File: src/fcp_pkg.sv
// Overview of operation
// RL1: Pump stays on only if next burst queued
// RL2: Rows are 64 bytes, low six address bits
// RL3: First burst byte standard time, then burst time
// RL4: New row cycles pump, standard time
// RL5: Nothing queued at completion: pump off
// RL6: Violations set access error; clear by writing 1
// RL7: Array write before divider write is error
// RL8: Array write with buffer not empty is error
// RL9: Second array or command write is error
// RL10: Only command, then launch, may follow
// RL11: Only five command codes are legal
// RL12: Stop during program or erase aborts, errors
// RL13: Secured debug may only blank check, mass erase
// RL14: Writing 0 to buffer-empty flag aborts, errors
// RL15: Protected range blocks program, erase, mass erase
// RL16: Protection loads at reset; debug-only writes
// RL17: Partial protection redirects interrupt vectors only
// RL18: Secured: blocked sources read zero, writes dropped
// RL19: Security bits open only for pattern 1:0
// RL20: Eight ordered key bytes unlock until reset
// RL21: No flash reads while key compare active
// RL22: Passing blank check disengages security
// RL23: Codes: blank, byte, burst, page, mass
// RL24: Software launches by writing 1 to flag
// RL25: Redirected vectors sit just below protection
package fcp_pkg;
  // ====================================================
  // Register and memory map
  localparam logic [15:0] FCP_DIV_ADDR = 16'h1820;
  localparam logic [15:0] FCP_OPT_ADDR = 16'h1821;
  localparam logic [15:0] FCP_CFG_ADDR = 16'h1823;
  localparam logic [15:0] FCP_PROT_ADDR = 16'h1824;
  localparam logic [15:0] FCP_STAT_ADDR = 16'h1825;
  localparam logic [15:0] FCP_CMD_ADDR = 16'h1826;
  localparam logic [15:0] FCP_NONVOLATILE_PROTECTION_BYTE_ADDR = 16'hFFBD;
  localparam logic [15:0] FCP_NONVOLATILE_OPTION_BYTE_ADDR = 16'hFFBF;
  localparam logic [15:0] FCP_KEY_BASE = 16'hFFB0;
  localparam logic [15:0] FCP_RAM_LO = 16'h0070;
  localparam logic [15:0] FCP_RAM_HI = 16'h086F;
  localparam logic [15:0] FCP_FLASH_LO = 16'h1870;
  localparam logic [15:0] FCP_VEC_LO = 16'hFFC0;
  localparam logic [15:0] FCP_VEC_HI = 16'hFFFD;
  localparam logic [16:0] FCP_VEC_TBL = 17'h00040;
  localparam logic [16:0] FCP_TOP = 17'h10000;
  localparam logic [16:0] FCP_BLK_UNIT = 17'h00200;
  localparam int FCP_ROW_W = 6;
  // ====================================================
  // Field positions
  localparam int FCP_ST_CBEF = 7;
  localparam int FCP_ST_CCF = 6;
  localparam int FCP_ST_PVIOL = 5;
  localparam int FCP_ST_ACCERR = 4;
  localparam int FCP_ST_BLANK = 2;
  localparam int FCP_CFG_KEY_COMPARE_ACCESS_BIT = 5;
  localparam int FCP_OPT_BACKDOOR_ALLOW_BIT = 7;
  localparam int FCP_OPT_NORED = 6;
  localparam int FCP_PR_BLKDIS = 7;
  localparam int FCP_PR_ALL = 0;
  localparam logic [7:0] FCP_OPT_RDMASK = 8'hC3;
  localparam logic [1:0] FCP_SEC_OPEN = 2'h2;
  localparam logic [3:0] FCP_KEY_LEN = 4'h8;
  // ====================================================
  // Commands and durations in flash clock cycles
  localparam logic [7:0] FCP_CMD_BLANK = 8'h05;
  localparam logic [7:0] FCP_CMD_BYTE = 8'h20;
  localparam logic [7:0] FCP_CMD_BURST = 8'h25;
  localparam logic [7:0] FCP_CMD_PAGE = 8'h40;
  localparam logic [7:0] FCP_CMD_MASS = 8'h41;
  localparam logic [14:0] FCP_T_PROG = 15'h0009;
  localparam logic [14:0] FCP_T_BURST = 15'h0004;
  localparam logic [14:0] FCP_T_PAGE = 15'h0FA0;
  localparam logic [14:0] FCP_T_MASS = 15'h4E20;
  localparam logic [14:0] FCP_T_BLANK = 15'h0001;
  // ====================================================
  // Types
  typedef enum logic [2:0] {
    FCP_SEQ_IDLE = 3'h1,
    FCP_SEQ_ADDR = 3'h2,
    FCP_SEQ_CMD = 3'h4
  } fcp_seq_t;
  typedef enum logic [4:0] {
    FCP_OP_NONE = 5'h01,
    FCP_OP_PROG = 5'h02,
    FCP_OP_PAGE = 5'h04,
    FCP_OP_MASS = 5'h08,
    FCP_OP_BLANK = 5'h10
  } fcp_op_t;
endpackage

File: src/fcp_fclk_div.sv
`timescale 1ns/1ps
module fcp_fclk_div
  import fcp_pkg::*;
(
  input wire logic core_clk,
  input wire logic rst_n,
  input wire logic en,
  input wire logic pre8,
  input wire logic [5:0] div,
  output logic tick
);
  typedef struct packed {
    logic [8:0] cnt;
    logic tick;
  } fcp_div_st_t;
  fcp_div_st_t s_q;
  fcp_div_st_t s_d;
  logic [8:0] lim;

  // ====================================================
  // One tick per flash clock period
  always_comb
  begin
    lim = pre8 ? {div + 6'h01, 3'h0} - 9'h001 : {3'h0, div};
    s_d = s_q;
    s_d.tick = 1'b0;
    if (!en)
      s_d.cnt = 9'h000;
    else if (s_q.cnt >= lim)
    begin
      s_d.cnt = 9'h000;
      s_d.tick = 1'b1;
    end
    else
      s_d.cnt = s_q.cnt + 9'h001;
  end

  always_ff @(posedge core_clk or negedge rst_n)
  begin
    if (!rst_n)
      s_q <= '0;
    else
      s_q <= s_d;
  end

  assign tick = s_q.tick;
endmodule

File: src/fcp_flash_ctrl.sv
`timescale 1ns/1ps
module fcp_flash_ctrl
  import fcp_pkg::*;
(
  input wire logic core_clk,
  input wire logic rstn,
  input wire logic [15:0] bus_addr,
  input wire logic bus_wr,
  input wire logic bus_rd,
  input wire logic [7:0] bus_wdata,
  input wire logic bus_dbg,
  input wire logic bus_unsec,
  output logic [7:0] bus_rdata,
  input wire logic [7:0] mem_rdata,
  output logic mem_wr,
  output logic mem_rd,
  input wire logic [7:0] nv_prot,
  input wire logic [7:0] nv_opt,
  input wire logic [63:0] nv_backkey,
  input wire logic stop_req,
  input wire logic vec_fetch,
  output logic [15:0] vec_addr,
  input wire logic arr_blank,
  output logic pump_en,
  output logic arr_prog,
  output logic arr_erase_page,
  output logic arr_erase_mass,
  output logic arr_blank_chk,
  output logic [15:0] arr_addr,
  output logic [7:0] arr_data,
  output logic secure
);
  typedef struct packed {
    logic loaded;
    logic [7:0] prot;
    logic [7:0] opt;
    logic divld;
    logic [6:0] div;
    logic key_compare_access_bit;
    logic accerr;
    logic pviol;
    logic blank;
    fcp_seq_t seq;
    logic [15:0] lat_addr;
    logic [7:0] lat_data;
    logic [7:0] lat_cmd;
    logic buf_full;
    logic [7:0] buf_cmd;
    logic [15:0] buf_addr;
    logic [7:0] buf_data;
    fcp_op_t ex_op;
    logic ex_burst;
    logic [15:0] ex_addr;
    logic [7:0] ex_data;
    logic [14:0] ex_cnt;
    logic pump;
    logic [3:0] key_idx;
    logic key_ok;
    logic key_last;
    logic [7:0] rdata;
    logic [15:0] vaddr;
  } fcp_st_t;

  fcp_st_t s_q, s_d;
  logic rst_q1, rst_q2, tick, cbef, secured, blocked, in_ram, in_flash;
  logic key_hit, is_reg, arr_w, any_prot, partial, cont, launch_bad;
  logic [16:0] prot_lo, red_base;
  logic [15:0] next_addr;
  logic [7:0] key_byte;

  // ====================================================
  // Reset release
  always_ff @(posedge core_clk or negedge rstn)
  begin
    if (!rstn)
    begin
      rst_q1 <= 1'b0;
      rst_q2 <= 1'b0;
    end
    else
    begin
      rst_q1 <= 1'b1;
      rst_q2 <= rst_q1;
    end
  end

  fcp_fclk_div u_div (
    .core_clk(core_clk),
    .rst_n(rst_q2),
    .en(s_q.divld),
    .pre8(s_q.div[6]),
    .div(s_q.div[5:0]),
    .tick(tick)
  );

  function automatic fcp_op_t op_of(input logic [7:0] c);
    unique case (c)
      FCP_CMD_BYTE: op_of = FCP_OP_PROG;
      FCP_CMD_BURST: op_of = FCP_OP_PROG;
      FCP_CMD_PAGE: op_of = FCP_OP_PAGE;
      FCP_CMD_MASS: op_of = FCP_OP_MASS;
      default: op_of = FCP_OP_BLANK;
    endcase
  endfunction
  function automatic logic [14:0] time_of(input logic [7:0] c);
    unique case (c)
      FCP_CMD_BYTE: time_of = FCP_T_PROG;
      FCP_CMD_BURST: time_of = FCP_T_PROG;
      FCP_CMD_PAGE: time_of = FCP_T_PAGE;
      FCP_CMD_MASS: time_of = FCP_T_MASS;
      default: time_of = FCP_T_BLANK;
    endcase
  endfunction

  // ====================================================
  // Decode
  // Block size grows by powers of two from the top end
  assign prot_lo = FCP_TOP - (FCP_BLK_UNIT << s_q.prot[6:4]);
  assign red_base = prot_lo - FCP_VEC_TBL;
  assign any_prot = s_q.prot[FCP_PR_ALL] || !s_q.prot[FCP_PR_BLKDIS];
  assign partial = !s_q.prot[FCP_PR_ALL] && !s_q.prot[FCP_PR_BLKDIS];
  assign cbef = !s_q.buf_full;
  assign secured = s_q.opt[1:0] != FCP_SEC_OPEN; // RL19
  assign blocked = secured && (bus_dbg || bus_unsec); // RL18
  assign in_ram = bus_addr >= FCP_RAM_LO && bus_addr <= FCP_RAM_HI;
  assign in_flash = bus_addr >= FCP_FLASH_LO;
  assign key_hit = s_q.key_compare_access_bit && bus_addr[15:3] == FCP_KEY_BASE[15:3];
  assign is_reg = bus_addr >= FCP_DIV_ADDR && bus_addr <= FCP_CMD_ADDR;
  assign arr_w = bus_wr && in_flash && !key_hit;
  assign next_addr = s_q.ex_addr + 16'h0001;
  assign key_byte = nv_backkey[8'(63 - 8 * s_q.key_idx[2:0]) -: 8];
  // Burst continues only with a queued, sequential, same-row byte
  assign cont = s_q.ex_burst && s_q.buf_full && s_q.buf_cmd == FCP_CMD_BURST
    && s_q.buf_addr == next_addr && s_q.buf_addr[FCP_ROW_W-1:0] != 6'h00; // RL1 RL2 RL4
  assign launch_bad = ((s_q.lat_cmd == FCP_CMD_BYTE || s_q.lat_cmd == FCP_CMD_BURST
    || s_q.lat_cmd == FCP_CMD_PAGE) && (s_q.prot[FCP_PR_ALL]
    || (!s_q.prot[FCP_PR_BLKDIS] && {1'b0, s_q.lat_addr} >= prot_lo)))
    || (s_q.lat_cmd == FCP_CMD_MASS && any_prot); // RL15

  // ====================================================
  // Next state
  always_comb
  begin
    s_d = s_q;
    s_d.key_last = 1'b0;
    // Option and protection copies taken once after reset release
    if (!s_q.loaded)
    begin
      s_d.loaded = 1'b1;
      s_d.prot = nv_prot; // RL16
      s_d.opt = nv_opt; // RL19
    end

    // Bus writes
    if (bus_wr && key_hit)
    begin
      // Back-to-back or out-of-order key writes spoil the match
      s_d.key_last = 1'b1;
      if (s_q.key_last || s_q.key_idx >= FCP_KEY_LEN
          || bus_addr[2:0] != s_q.key_idx[2:0] || bus_wdata != key_byte)
        s_d.key_ok = 1'b0; // RL20
      if (s_q.key_idx < FCP_KEY_LEN)
        s_d.key_idx = s_q.key_idx + 4'h1;
    end
    else if (arr_w)
    begin
      if (!s_q.divld)
        s_d.accerr = 1'b1; // RL7
      else if (!cbef)
        s_d.accerr = 1'b1; // RL8
      else if (s_q.seq != FCP_SEQ_IDLE)
        s_d.accerr = 1'b1; // RL9
      else if (!s_q.accerr)
      begin
        s_d.seq = FCP_SEQ_ADDR; // RL6
        s_d.lat_addr = bus_addr;
        s_d.lat_data = bus_wdata;
      end
    end
    else if (bus_wr && is_reg)
    begin
      if (s_q.seq == FCP_SEQ_ADDR && bus_addr != FCP_CMD_ADDR
          && bus_addr != FCP_STAT_ADDR)
        s_d.accerr = 1'b1; // RL10
      if (s_q.seq == FCP_SEQ_CMD && bus_addr != FCP_STAT_ADDR)
        s_d.accerr = 1'b1; // RL10
      unique case (bus_addr)
        FCP_DIV_ADDR:
        begin
          // Write-once; refused while an error is pending
          if (!s_q.divld && !s_q.accerr)
          begin
            s_d.divld = 1'b1;
            s_d.div = bus_wdata[6:0];
          end
        end
        FCP_CFG_ADDR:
        begin
          if (bus_wdata[FCP_CFG_KEY_COMPARE_ACCESS_BIT] && s_q.opt[FCP_OPT_BACKDOOR_ALLOW_BIT] && !s_q.key_compare_access_bit)
          begin
            s_d.key_compare_access_bit = 1'b1;
            s_d.key_idx = 4'h0;
            s_d.key_ok = 1'b1;
          end
          else if (!bus_wdata[FCP_CFG_KEY_COMPARE_ACCESS_BIT] && s_q.key_compare_access_bit)
          begin
            s_d.key_compare_access_bit = 1'b0;
            if (s_q.key_ok && s_q.key_idx == FCP_KEY_LEN)
              s_d.opt[1:0] = FCP_SEC_OPEN; // RL20
          end
        end
        FCP_PROT_ADDR:
        begin
          if (bus_dbg)
            s_d.prot = bus_wdata; // RL16
        end
        FCP_STAT_ADDR:
        begin
          if (bus_wdata[FCP_ST_ACCERR])
            s_d.accerr = 1'b0; // RL6
          if (bus_wdata[FCP_ST_PVIOL])
            s_d.pviol = 1'b0;
          if (s_q.seq != FCP_SEQ_IDLE && !bus_wdata[FCP_ST_CBEF])
            s_d.accerr = 1'b1; // RL14
          else if (s_q.seq == FCP_SEQ_ADDR)
            s_d.accerr = 1'b1; // RL10
          else if (s_q.seq == FCP_SEQ_CMD && !s_q.accerr)
          begin
            s_d.seq = FCP_SEQ_IDLE;
            if (launch_bad)
              s_d.pviol = 1'b1; // RL15
            else
            begin
              s_d.buf_full = 1'b1; // RL24
              s_d.buf_cmd = s_q.lat_cmd;
              s_d.buf_addr = s_q.lat_addr;
              s_d.buf_data = s_q.lat_data;
            end
          end
        end
        FCP_CMD_ADDR:
        begin
          if (s_q.seq == FCP_SEQ_CMD)
            s_d.accerr = 1'b1; // RL9
          else if (s_q.seq == FCP_SEQ_ADDR)
          begin
            if (bus_wdata != FCP_CMD_BLANK && bus_wdata != FCP_CMD_BYTE
                && bus_wdata != FCP_CMD_BURST && bus_wdata != FCP_CMD_PAGE
                && bus_wdata != FCP_CMD_MASS)
              s_d.accerr = 1'b1; // RL11
            else if (secured && bus_dbg && bus_wdata != FCP_CMD_BLANK
                     && bus_wdata != FCP_CMD_MASS)
              s_d.accerr = 1'b1; // RL13
            else
            begin
              s_d.seq = FCP_SEQ_CMD; // RL23
              s_d.lat_cmd = bus_wdata;
            end
          end
        end
        default: ;
      endcase
    end
    // Command engine
    if (s_q.ex_op != FCP_OP_NONE)
    begin
      if (stop_req && s_q.ex_op != FCP_OP_BLANK)
      begin
        s_d.ex_op = FCP_OP_NONE; // RL12
        s_d.pump = 1'b0;
        s_d.accerr = 1'b1; // RL12
      end
      else if (tick && s_q.ex_cnt == 15'h0001)
      begin
        if (s_q.ex_op == FCP_OP_BLANK && arr_blank)
        begin
          s_d.blank = 1'b1;
          s_d.opt[1:0] = FCP_SEC_OPEN; // RL22
        end
        if (cont)
        begin
          s_d.buf_full = 1'b0;
          s_d.ex_addr = s_q.buf_addr;
          s_d.ex_data = s_q.buf_data;
          s_d.ex_cnt = FCP_T_BURST; // RL3
        end
        else
        begin
          // Pump off; a waiting program or erase command restarts it next cycle, a waiting blank check leaves it off
          s_d.ex_op = FCP_OP_NONE; // RL5
          s_d.pump = 1'b0; // RL4
        end
      end
      else if (tick)
        s_d.ex_cnt = s_q.ex_cnt - 15'h0001;
    end
    else if (s_q.buf_full)
    begin
      s_d.buf_full = 1'b0;
      s_d.ex_op = op_of(s_q.buf_cmd);
      s_d.ex_burst = s_q.buf_cmd == FCP_CMD_BURST;
      s_d.ex_addr = s_q.buf_addr;
      s_d.ex_data = s_q.buf_data;
      s_d.ex_cnt = time_of(s_q.buf_cmd); // RL3
      s_d.pump = s_q.buf_cmd != FCP_CMD_BLANK;
    end

    // Any new error drops a half-built sequence
    if (s_d.accerr && !s_q.accerr)
      s_d.seq = FCP_SEQ_IDLE; // RL6

    // Read data, registered
    s_d.rdata = 8'h00;
    if (bus_rd && is_reg)
    begin
      unique case (bus_addr)
        FCP_DIV_ADDR: s_d.rdata = {s_q.divld, s_q.div};
        FCP_OPT_ADDR: s_d.rdata = s_q.opt & FCP_OPT_RDMASK;
        FCP_CFG_ADDR: s_d.rdata = {2'h0, s_q.key_compare_access_bit, 5'h00};
        FCP_PROT_ADDR: s_d.rdata = s_q.prot;
        FCP_STAT_ADDR: s_d.rdata = {cbef, cbef && s_q.ex_op == FCP_OP_NONE,
                                    s_q.pviol, s_q.accerr, 1'b0, s_q.blank, 2'h0};
        default: s_d.rdata = 8'h00;
      endcase
    end
    else if (mem_rd)
      s_d.rdata = mem_rdata;

    // Vector fetch with optional redirection
    if (vec_fetch)
    begin
      if (!s_q.opt[FCP_OPT_NORED] && partial && bus_addr >= FCP_VEC_LO
          && bus_addr <= FCP_VEC_HI)
        s_d.vaddr = {red_base[15:6], bus_addr[5:0]}; // RL17 RL25
      else
        s_d.vaddr = bus_addr;
    end
  end

  always_ff @(posedge core_clk or negedge rst_q2)
  begin
    if (!rst_q2)
    begin
      s_q <= '0;
      s_q.seq <= FCP_SEQ_IDLE;
      s_q.ex_op <= FCP_OP_NONE;
    end
    else
      s_q <= s_d;
  end

  // ====================================================
  // Outputs
  // Key compare hides the whole array so the key cannot be read back
  assign mem_rd = bus_rd && !is_reg && (in_ram || in_flash) && !blocked
    && !(in_flash && s_q.key_compare_access_bit); // RL18 RL21
  assign mem_wr = bus_wr && in_ram && !blocked; // RL18
  assign bus_rdata = s_q.rdata;
  assign vec_addr = s_q.vaddr;
  assign pump_en = s_q.pump;
  assign arr_prog = s_q.ex_op == FCP_OP_PROG;
  assign arr_erase_page = s_q.ex_op == FCP_OP_PAGE;
  assign arr_erase_mass = s_q.ex_op == FCP_OP_MASS;
  assign arr_blank_chk = s_q.ex_op == FCP_OP_BLANK;
  assign arr_addr = s_q.ex_addr;
  assign arr_data = s_q.ex_data;
  assign secure = secured;
endmodule

File: config.mk
export PLATFORM = sky130hd
export DESIGN_NAME = fcp_flash_ctrl
export DESIGN_NICKNAME = d
export VERILOG_FILES = /design/src/fcp_pkg.sv /design/src/fcp_fclk_div.sv /design/src/fcp_flash_ctrl.sv
export SDC_FILE = /design/constraint.sdc
export NUM_CORES = 1
export LEC_CHECK = 0
export BUFFER_PORTS_ARGS = -buffer_cell sky130_fd_sc_hd__buf_4
export CAP_MARGIN = 10
export CORE_UTILIZATION = 25
export CTS_CLUSTER_SIZE = 25
export DETAILED_ROUTE_END_ITERATION = 8
export PLACE_DENSITY = 0.41
export SLEW_MARGIN = 10
export SYNTH_ARGS = -nofsm -noshare
export SYNTH_HDL_FRONTEND = slang
export SYNTH_SLANG_ARGS = --single-unit
File: constraint.sdc
create_clock -name core_clk -period 6.8 [get_ports core_clk]
set_input_delay 0.34 -clock core_clk [delete_from_list [all_inputs] [get_ports core_clk]]
set_output_delay 0.34 -clock core_clk [all_outputs]
set_load 0.02 [all_outputs]
# == Word level (Yosys, flattened, before mapping) ==
# Index checks and enable logic that the tools add are counted.
# word_totals
ff_bits,185
in_bits,121
output_inout_bits,56
word_cells,336
# classes
addsub,9
n_lt_le_gt_ge,11
eq_ne,61
shift,2
mux,112
bitwise_logic,13
n_reduce_logical,95
# op_table
cell,n
$mux W33,5
$mux W8,14
$mux W27,4
$eq A16 B13 Y1 const B,6
$mux W41,2
$mux W39,2
$shiftx A71 B9 Y8,1
$mux W68,1
$logic_and A1 B1 Y1,49
$mux W24,2
$mux W46,1
$mux W5,9
$pmux W15 S3,1
$mux W40,1
$pmux W8 S5,1
$mux W1,37
$eq A8 B6 Y1 const B,4
$eq A8 B7 Y1 const B,4
$ge A16 B13 Y1 const B,2
$mux W16,2
$ne A16 B13 Y1 const B,2
$mux W15,2
$mux W3,10
$ne A4 B4 Y1 const B,7
65 further kinds,134

# == Logic depth before layout (Yosys ltp) ==
# Gate-level depths: netlist of the first run.
# depth
ltp_word,20
depth_mapped,14
ltp_nobuf,14

# == Cells and area by module ==
# From an unflattened synthesis of the first run, not the netlist that was laid out.
# unflattened
cells_unflattened,1014
hier_area_um2,10712.8
# by_module_without_submodules
mod,n_inst,cells_per_inst,area_per_inst_um2,seq_area_each_um2
fcp_flash_ctrl,1,912,9826.9,4281.6
fcp_fclk_div,1,102,885.8,250.2

# == Worst setup path after synthesis of the first run ==
# OpenSTA, ideal clock, no wires.
# synth_path
path_kind,reg2reg
start,register s_q[170] (netlist bit)
end,register s_q[101] (netlist bit)
setup_ps,128
arrival_time_ps,2649
required_ps,6672
slack_ps,4023
stages_incl_launch_ff,13
n_path_buf,2
synth_period_minus_slack_ps,2777
cell_sequence,dfrtp_1 > clkbuf_1 > or3_1 > ha_1 > o21a_1 > o21a_1 > o21ai_0 > a21oi_1 > o21ai_0 > a21o_1 > nand3_1 > buf_2 > mux2_1
# synth_between
elab_chain_cells,9
# synth_rtl
element,line_no,source
start: declaration,fcp_flash_ctrl.sv:64,"fcp_st_t s_q, s_d;"
$shl A10 B3 Y17,fcp_flash_ctrl.sv:118,assign prot_lo = FCP_TOP - (FCP_BLK_UNIT << s_q.prot[6:4]);
$sub A17 B17 Y17,fcp_flash_ctrl.sv:118,
$ge A16 B17 Y1,fcp_flash_ctrl.sv:137,"|| (!s_q.prot[FCP_PR_BLKDIS] && {1'b0, s_q.lat_addr} >= prot_lo)))"
$logic_and A1 B1 Y1,fcp_flash_ctrl.sv:137,
$logic_or A1 B1 Y1,fcp_flash_ctrl.sv:137,
$logic_and A1 B1 Y1,fcp_flash_ctrl.sv:136,|| s_q.lat_cmd == FCP_CMD_PAGE) && (s_q.prot[FCP_PR_ALL]
$logic_or A1 B1 Y1,fcp_flash_ctrl.sv:138,|| (s_q.lat_cmd == FCP_CMD_MASS && any_prot);
$not A1 Y1 (no line),-,
$reduce_and A8 Y1 (no line),-,
# Every way passes these cells.
# A chain may end at the register's enable or synchronous reset.

# == Worst setup path after layout of the first run ==
# layout_path
start,register s_q[170] (netlist bit)
end,register s_q[77] (netlist bit)
# The elaborated chain is that of the path after synthesis.

==> reports/results.ini, run 1 <==
[detailed_routing]
final_antenna_net_count = 0
route.detailed.drc = 4
wirelength_mm = 30.9
via_count = 7941
number_of_optimization_iterations_in_the_first_detailed_route_pass = 6
vias_per_cell = 4.80
routed_wire_length_per_instance_um = 18.7
dr.first_iter.drc_count = 467

[status]
failed_checks = design-rule violations
outcome = finished with violations

[timing]
fin_worst_skew_ns = 0.0220
fin_tns_setup_ns = 0
max_slew_margin_pct = 23.7
slew_viol_final = 0
layout_worst_path_cycle_share_pct = 50.6
final-setup-viol-count = 0
finalWorstPathRequiredPeriod_ns = 3.44
hold_viol_final = 0
grt_setup_unrepaired = false
timing_worst_slew_pin_value_ns = 1.14
max_freq_ghz = 0.291

[power]
p_leak_nw = 5.70
totalPowerFinal_mw = 2.30
power_density_mw_per_mm2 = 184
switching_power_summed_over_all_nets_uw = 623
clkPwrFrac_pct = 42.3
cellInternalPower_mw = 1.68
ir_worst_vdd_v = 0.000173
switching_share_pct = 27.0
power_frac_seq_pct = 48.8
p_comb_share_pct = 8.9

[yosys]
post_synth_edffs = 0
yosys_most_used_dff = dfrtp_1
synth-seq-area-share_pct = 43.3
synth_area_leaders = dfrtp_1 (43%), mux2_2 (10%), mux4_2 (3.9%)
synth-warning-count = 0
netlist_area_mm2 = 0.0105
syn-mean-instance-area_um2 = 10.5
yosys_register_bits = 181
synth_top_area_cell = dfrtp_1
synth.lib_cells_used.distinct = 76
asyncSetResetFlopFracSynth_pct = 100
netlist_instances = 1000
synthDominantCellAreaShare_pct = 42.8

[grt]
global_route.usage.total_pct = 14.9
vias_in_the_first_global_route = 7938
grt_overflow_total = 0
antenna_found_initial = 0
grt_pass1_wl_mm = 48.1
grt_max_degree = 68

[floorplanning]
ioPinCount = 177
initial_utilization_pct = 25.5
vert_die_dim_um = 207
floorplan.rows = 74
horiz_die_dim_um = 207
design.die.area_mm2 = 0.0427
core_area_mm2 = 0.0411

[critical_path]
critPathCaptureType = register
worstSetupStartpointType = register
worst_setup_path_class = reg -> reg
worst_ep_arrival_time_ns = 3.78
cp.required_ns = 7.14
worst_path_maximum_fanout = 24

[clock_tree]
numCtsBuffers = 17
clock_insertion_delay_worst_skew_ns = 0.46
max-clock-path-buffers = 2
htreeDepth = 4
tritoncts = built
hold_buffers = 1
postCtsSetupRepairBufs = 0
postCtsResizedCells = 0
clk_slew_on_worst_s_h_paths_ns = 0.08
sinks_on_clock_net = 181
clock-root-buffer = clkbuf_16

[placed_design]
detailed_place_hpwl_mm = 23.0
port_buffers = 172
weighted_congestion_at_the_end_of_routability_driven_global_placement = 0.801

[cells_and_area]
layout.cells.most_common = buf_4
multi_input_area_mm2 = 0.00526
fillers = 4335
share_of_cells_above_drive_strength_1_pct = 31.6
insertedDiodeCount = 0
register_cell_area_after_layout_mm2 = 0.00454
syn2layout_area_growth_pct = 19.4
most-common-layout-cells = buf_4 (180), dfrtp_1 (178), mux2_2 (95), nor2_1 (74), nand2_1 (65)
layout.nets = 1251

[worst_hold_path]
hp-class = in -> reg

[job]
max-cap-violations = 0

path summary, 6_finish.rpt:
check | startpoint | end | slack (ns) | cells after the start
worst max-delay path | s_q[170] | s_q[77] | 3.36 | 11
worst min-delay path | mem_rdata[0] | bus_rdata[0] | 0.1 | 3
worst max register to register | s_q[170] | s_q[77] | 3.36 | 11
worst min register to register | rst_q1 | rst_q2 | 0.35 | 0
max in group asynchronous | rst_q2 | u_div.s_q[6] | 4.92 | 1
min in group asynchronous | rstn | rst_q2 | 0.20 | 2
metrics by stage:
stage	cell area (µm²)	hold WS (ns)	utilization, %	cells	worst slack (ns)
after floorplan	10500	0.0444	-	1001	1.39
after global placement	11900	0.123	29.0	1620	3.37
after detailed placement	11900	0.125	29.0	1620	3.35
after CTS	12500	0.0648	30.4	1653	3.33
after global routing	12500	0.0818	30.4	1653	2.97
final	12500	0.0973	30.4	1653	3.36
routing by layer:
| metal | track usage (%) | routed length [µm] | vias to the layer above |
|---|---|---|---|
| met5 | 0 | 0 | - |
| met4 | 3.57 | 281 | 0 |
| met3 | 2.94 | 1540 | 16 |
| met2 | 23.6 | 14400 | 179 |
| met1 | 20.8 | 14700 | 3940 |
| li1 | - | - | 3806 |
worst max-delay path, stage by stage (launching register included):
cell and delay [ns]:
dfrtp_1 0.53, or3_1 0.43, ha_1 0.27, o21a_1 0.18, o21a_1 0.15, o21ai_0 0.16, a21oi_1 0.09, o21ai_0 0.16
a21o_1 0.18, nand3_1 0.41, buf_4 0.43, mux2_2 0.31
logic make-up (layout without fill, tap and decap cells):
kind of cell    after synthesis  after routing  share of synthesized area, %
xor+xnor                     47             47                          3.93
mux                         145            145                          17.4
simple gates                311            311                          16.0
buf+inv                     125            245                          6.58
fa+ha+maj                    22             22                          2.63
flops                       181            181                          43.3
compound gates              168            168                          10.1
other cells                   1              2                        0.0358
cell usage after synthesis (8+ instances only):
cell type	instances
nand4_1	18
and3_1	11
nor3_1	14
o21ai_0	43
a21oi_1	49
xnor2_1	22
inv_1	32
nand2b_1	8
mux2_2	95
mux4_2	18
nand3_1	36
clkbuf_1	27
buf_2	9
a21o_1	8
ha_1	22
nor2_1	74
nor3b_1	10
nor2b_1	9
a31oi_1	8
buf_4	49
xor2_1	25
nor4_1	9
dfrtp_1	179
nand2_1	65
mux2i_1	25
state kept, by name, indices dropped and copies added, names as in the netlist:
name	count
rst_q2	1
u_div.s_q	9
vec_addr	16
s_q	120
arr_addr	16
u_div.tick	1
rst_q1	1
pump_en	1
arr_data	8
bus_rdata	8
final cells by class:
| class | count | share of cell area [%] |
|---|---|---|
| clock buffers | 17 | 3.40 |
| repair buffers | 181 | 10.9 |
| clock inverters | 15 | 1.07 |
| inverters | 32 | 0.961 |
| flip-flops and latches | 181 | 36.3 |
| well taps | 532 | 5.32 |
| multi-input cells | 695 | 42.1 |
power groups by stage:
stage / combinational (mW) / clock [mW] / sequential, mW
CTS: 0.213 / 1.02 / 1.12
floorplan: 0.108 / 0 / 1.14
global route: 0.226 / 1.05 / 1.13
global placement: 0.211 / 0 / 1.15
detailed placement: 0.212 / 0 / 1.15
finish: 0.205 / 0.974 / 1.12
Note: power is estimated with default switching activity, not from simulation.
==> inputs of run 2 (changes only) <==
==> constraint.sdc (replaced) <==
create_clock -name core_clk -period 3.2 [get_ports core_clk]
set_input_delay 0.16 -clock core_clk [delete_from_list [all_inputs] [get_ports core_clk]]
set_output_delay 0.16 -clock core_clk [all_outputs]
set_load 0.02 [all_outputs]
==> run 2 against run 1 <==
Against the previous run:
- the flow still finishes with violations (design-rule violations)
- critical path depth decreased by 2
- combinational power increased by 140%
- cell area increased by 3.5%
- final cell count increased by 2.6%
- die area unchanged
- sequential share of layout area decreased by 1.2 points
- wire length increased by 3.0%
- critical path type unchanged
==> reports/results.ini, run 2 (same netlist as run 1, synthesis figures left out) <==
[status]
outcome = finished with violations
failed_checks = design-rule violations

[power]
p_leak_nw = 5.92  ; +3.8%
totalPowerFinal_mw = 4.98  ; +120%
cellInternalPower_mw = 3.62  ; +120%
power_density_mw_per_mm2 = 385  ; +110%
clkPwrFrac_pct = 42.5  ; +0.2 points
switching_power_summed_over_all_nets_mw = 1.36  ; +120%
power_frac_seq_pct = 47.6  ; -1.2 points
switching_share_pct = 27.2  ; +0.20 points
ir_worst_vdd_v = 0.000370  ; +110%
p_comb_share_pct = 10.0  ; +1.1 points

[cells_and_area]
syn2layout_area_growth_pct = 23.6
layout.cells.most_common = buf_4
largest_register_ffs = 120  ; unchanged
register_cell_area_after_layout_mm2 = 0.00454  ; unchanged
insertedDiodeCount = 0  ; unchanged
most-common-layout-cells = buf_4 (197), dfrtp_1 (178), mux2_2 (95), nor2_1 (74), nand2_1 (65)
fillers = 4300  ; -0.81%
share_of_cells_above_drive_strength_1_pct = 32.3  ; +0.72 points
registers.top_by_ff_count = s_q
layout.nets = 1294  ; +3.4%
multi_input_area_mm2 = 0.00527  ; +0.14%

[grt]
grt_overflow_total = 0  ; unchanged
vias_in_the_first_global_route = 8133  ; +2.5%
global_route.usage.total_pct = 15.3  ; +0.40 points
antenna_found_initial = 0  ; unchanged
grt_max_degree = 84  ; +24%
grt_pass1_wl_mm = 49.1  ; +2.3%

[placed_design]
weighted_congestion_at_the_end_of_routability_driven_global_placement = 0.790  ; -1.4%
port_buffers = 172  ; unchanged
detailed_place_hpwl_mm = 23.6  ; +2.5%

[critical_path]
worst_path_maximum_fanout = 29  ; +21%
r2r-end = arr_addr[0]
worstSetupStartpointType = register
cp.required_ns = 3.54  ; -3.60 ns
ff2ff_path_depth = 9  ; -2
rr_startpoint = s_q[104]
worst_ep_arrival_time_ns = 3.31  ; -0.47 ns
worst_setup_path_class = reg -> reg
startpoint = s_q[104]
critPathCaptureType = register
timing.reg2reg.setup_slack_ns = 0.23  ; -3.13 ns

[detailed_routing]
number_of_optimization_iterations_in_the_first_detailed_route_pass = 6  ; unchanged
vias_per_cell = 4.77  ; -0.72%
route.detailed.drc = 3  ; -1
routed_wire_length_per_instance_um = 18.8  ; +0.36%
wirelength_mm = 31.8  ; +3.0%
final_antenna_net_count = 0  ; unchanged
via_count = 8089  ; +1.9%
dr.first_iter.drc_count = 406  ; -13%

[floorplanning]
core_area_mm2 = 0.0411  ; unchanged
floorplan.rows = 74  ; unchanged
ioPinCount = 177  ; unchanged
initial_utilization_pct = 25.5  ; unchanged
design.die.area_mm2 = 0.0427  ; unchanged
horiz_die_dim_um = 207  ; unchanged
vert_die_dim_um = 207  ; unchanged

[timing]
finalWorstPathRequiredPeriod_ns = 2.97  ; -0.472 ns
fin_tns_setup_ns = 0  ; unchanged
final-setup-viol-count = 0  ; unchanged
layout_worst_path_cycle_share_pct = 92.8  ; +42 points
timing_worst_slew_pin_value_ns = 0.745  ; -0.399 ns
hold_viol_final = 0  ; unchanged
max_slew_margin_pct = 49.6  ; +26 points
fin_worst_skew_ns = 0.0116  ; -0.0104 ns
max_freq_ghz = 0.337  ; +16%
grt_setup_unrepaired = false
slew_viol_final = 0  ; unchanged

[clock_tree]
sinks_on_clock_net = 181  ; unchanged
numCtsBuffers = 17  ; unchanged
max-clock-path-buffers = 2  ; unchanged
clk_slew_on_worst_s_h_paths_ns = 0.08  ; about the same
htreeDepth = 4  ; unchanged
tritoncts = built
clock-root-buffer = clkbuf_16
clock_insertion_delay_worst_skew_ns = 0.45  ; about the same

[worst_hold_path]
hp-class = in -> reg
timing.hold.worst_path_depth = 3  ; unchanged
hold_start = nv_prot[1]
min_to = s_q[165]

[job]
max-cap-violations = 0  ; unchanged

==> run 2: cell count changes in the layout (fill, tap and decap cells not counted), moves of 2 or more <==
| cell | before | now |
|---|---|---|
| buf_12 | 0 | 3 |
| buf_4 | 180 | 197 |
| clkinv_4 | 1 | 3 |
| dlygate4sd3_1 | 1 | 24 |
| inv_6 | 6 | 3 |
==> run 2: area by class of cell <==
cell class | count | area share, %
Clock buffer | 18 | 3.39
Clock inverter | 14 | 1.05
Inverter | 32 | 0.928
Multi-Input combinational cell | 695 | 40.7
Sequential cell | 181 | 35.0
Tap cell | 532 | 5.14
Timing Repair Buffer | 224 | 13.7
==> run 2: how the worst max path moves through the flow <==
stage	end	slack (ns)	depth (start not counted)
after floorplan	arr_addr[0]	0.21	0
after CTS	u_div.s_q[3]	0.1	13
after detailed placement	u_div.s_q[8]	0.12	13
final	arr_addr[0]	0.23	9
after global placement	u_div.s_q[9]	0.11	13
after global routing	mem_rd	0.05	8
==> run 2: worst max-delay path: stages (launching register included) <==
cell,delay [ns]
dfrtp_1,0.40
nor4b_2,0.31
nand4_1,0.19
or4_1,0.58
nor3_2,0.11
and4_1,0.24
nand4_2,0.19
o21ai_4,0.21
buf_12,0.23
mux2_2,0.36
==> run 2: through the flow <==
stage / std cells / area [µm²] / utilization, % / setup slack [ns] / hold WS [ns]
floorplan: 1001 / 10500 / - / 0.214 / -0.136
global placement: 1640 / 12100 / 29.5 / 0.109 / -0.0562
detailed placement: 1640 / 12100 / 29.5 / 0.115 / -0.0552
CTS: 1696 / 12900 / 31.5 / 0.0978 / 0.00256
global route: 1696 / 12900 / 31.5 / 0.0465 / 0.0302
finish: 1696 / 12900 / 31.5 / 0.230 / 0.0190
==> run 2: power by group through the flow <==
| stage | Clock [mW] | Combinational [mW] | Sequential (mW) |
|---|---|---|---|
| floorplan | 0 | 0.229 | 2.42 |
| global placement | 0 | 0.482 | 2.42 |
| detailed placement | 0 | 0.485 | 2.42 |
| CTS | 2.20 | 0.509 | 2.37 |
| global route | 2.28 | 0.546 | 2.38 |
| finish | 2.11 | 0.495 | 2.37 |
==> run 2: what timing repair did <==
item                       CTS  global route
gates resized for setup      0             2
hold endpoints to repair    28             0
setup endpoints to repair    0            18
buffers inserted             0             0
hold buffers                24             0
==> run 2: routing by layer <==
layer,GRT usage [%],routed length (µm),vias up
met2,24.7,14900,172
met4,4.15,382,0
li1,-,-,3905
met5,0,0,-
met3,2.45,1150,25
met1,21.2,15400,3987
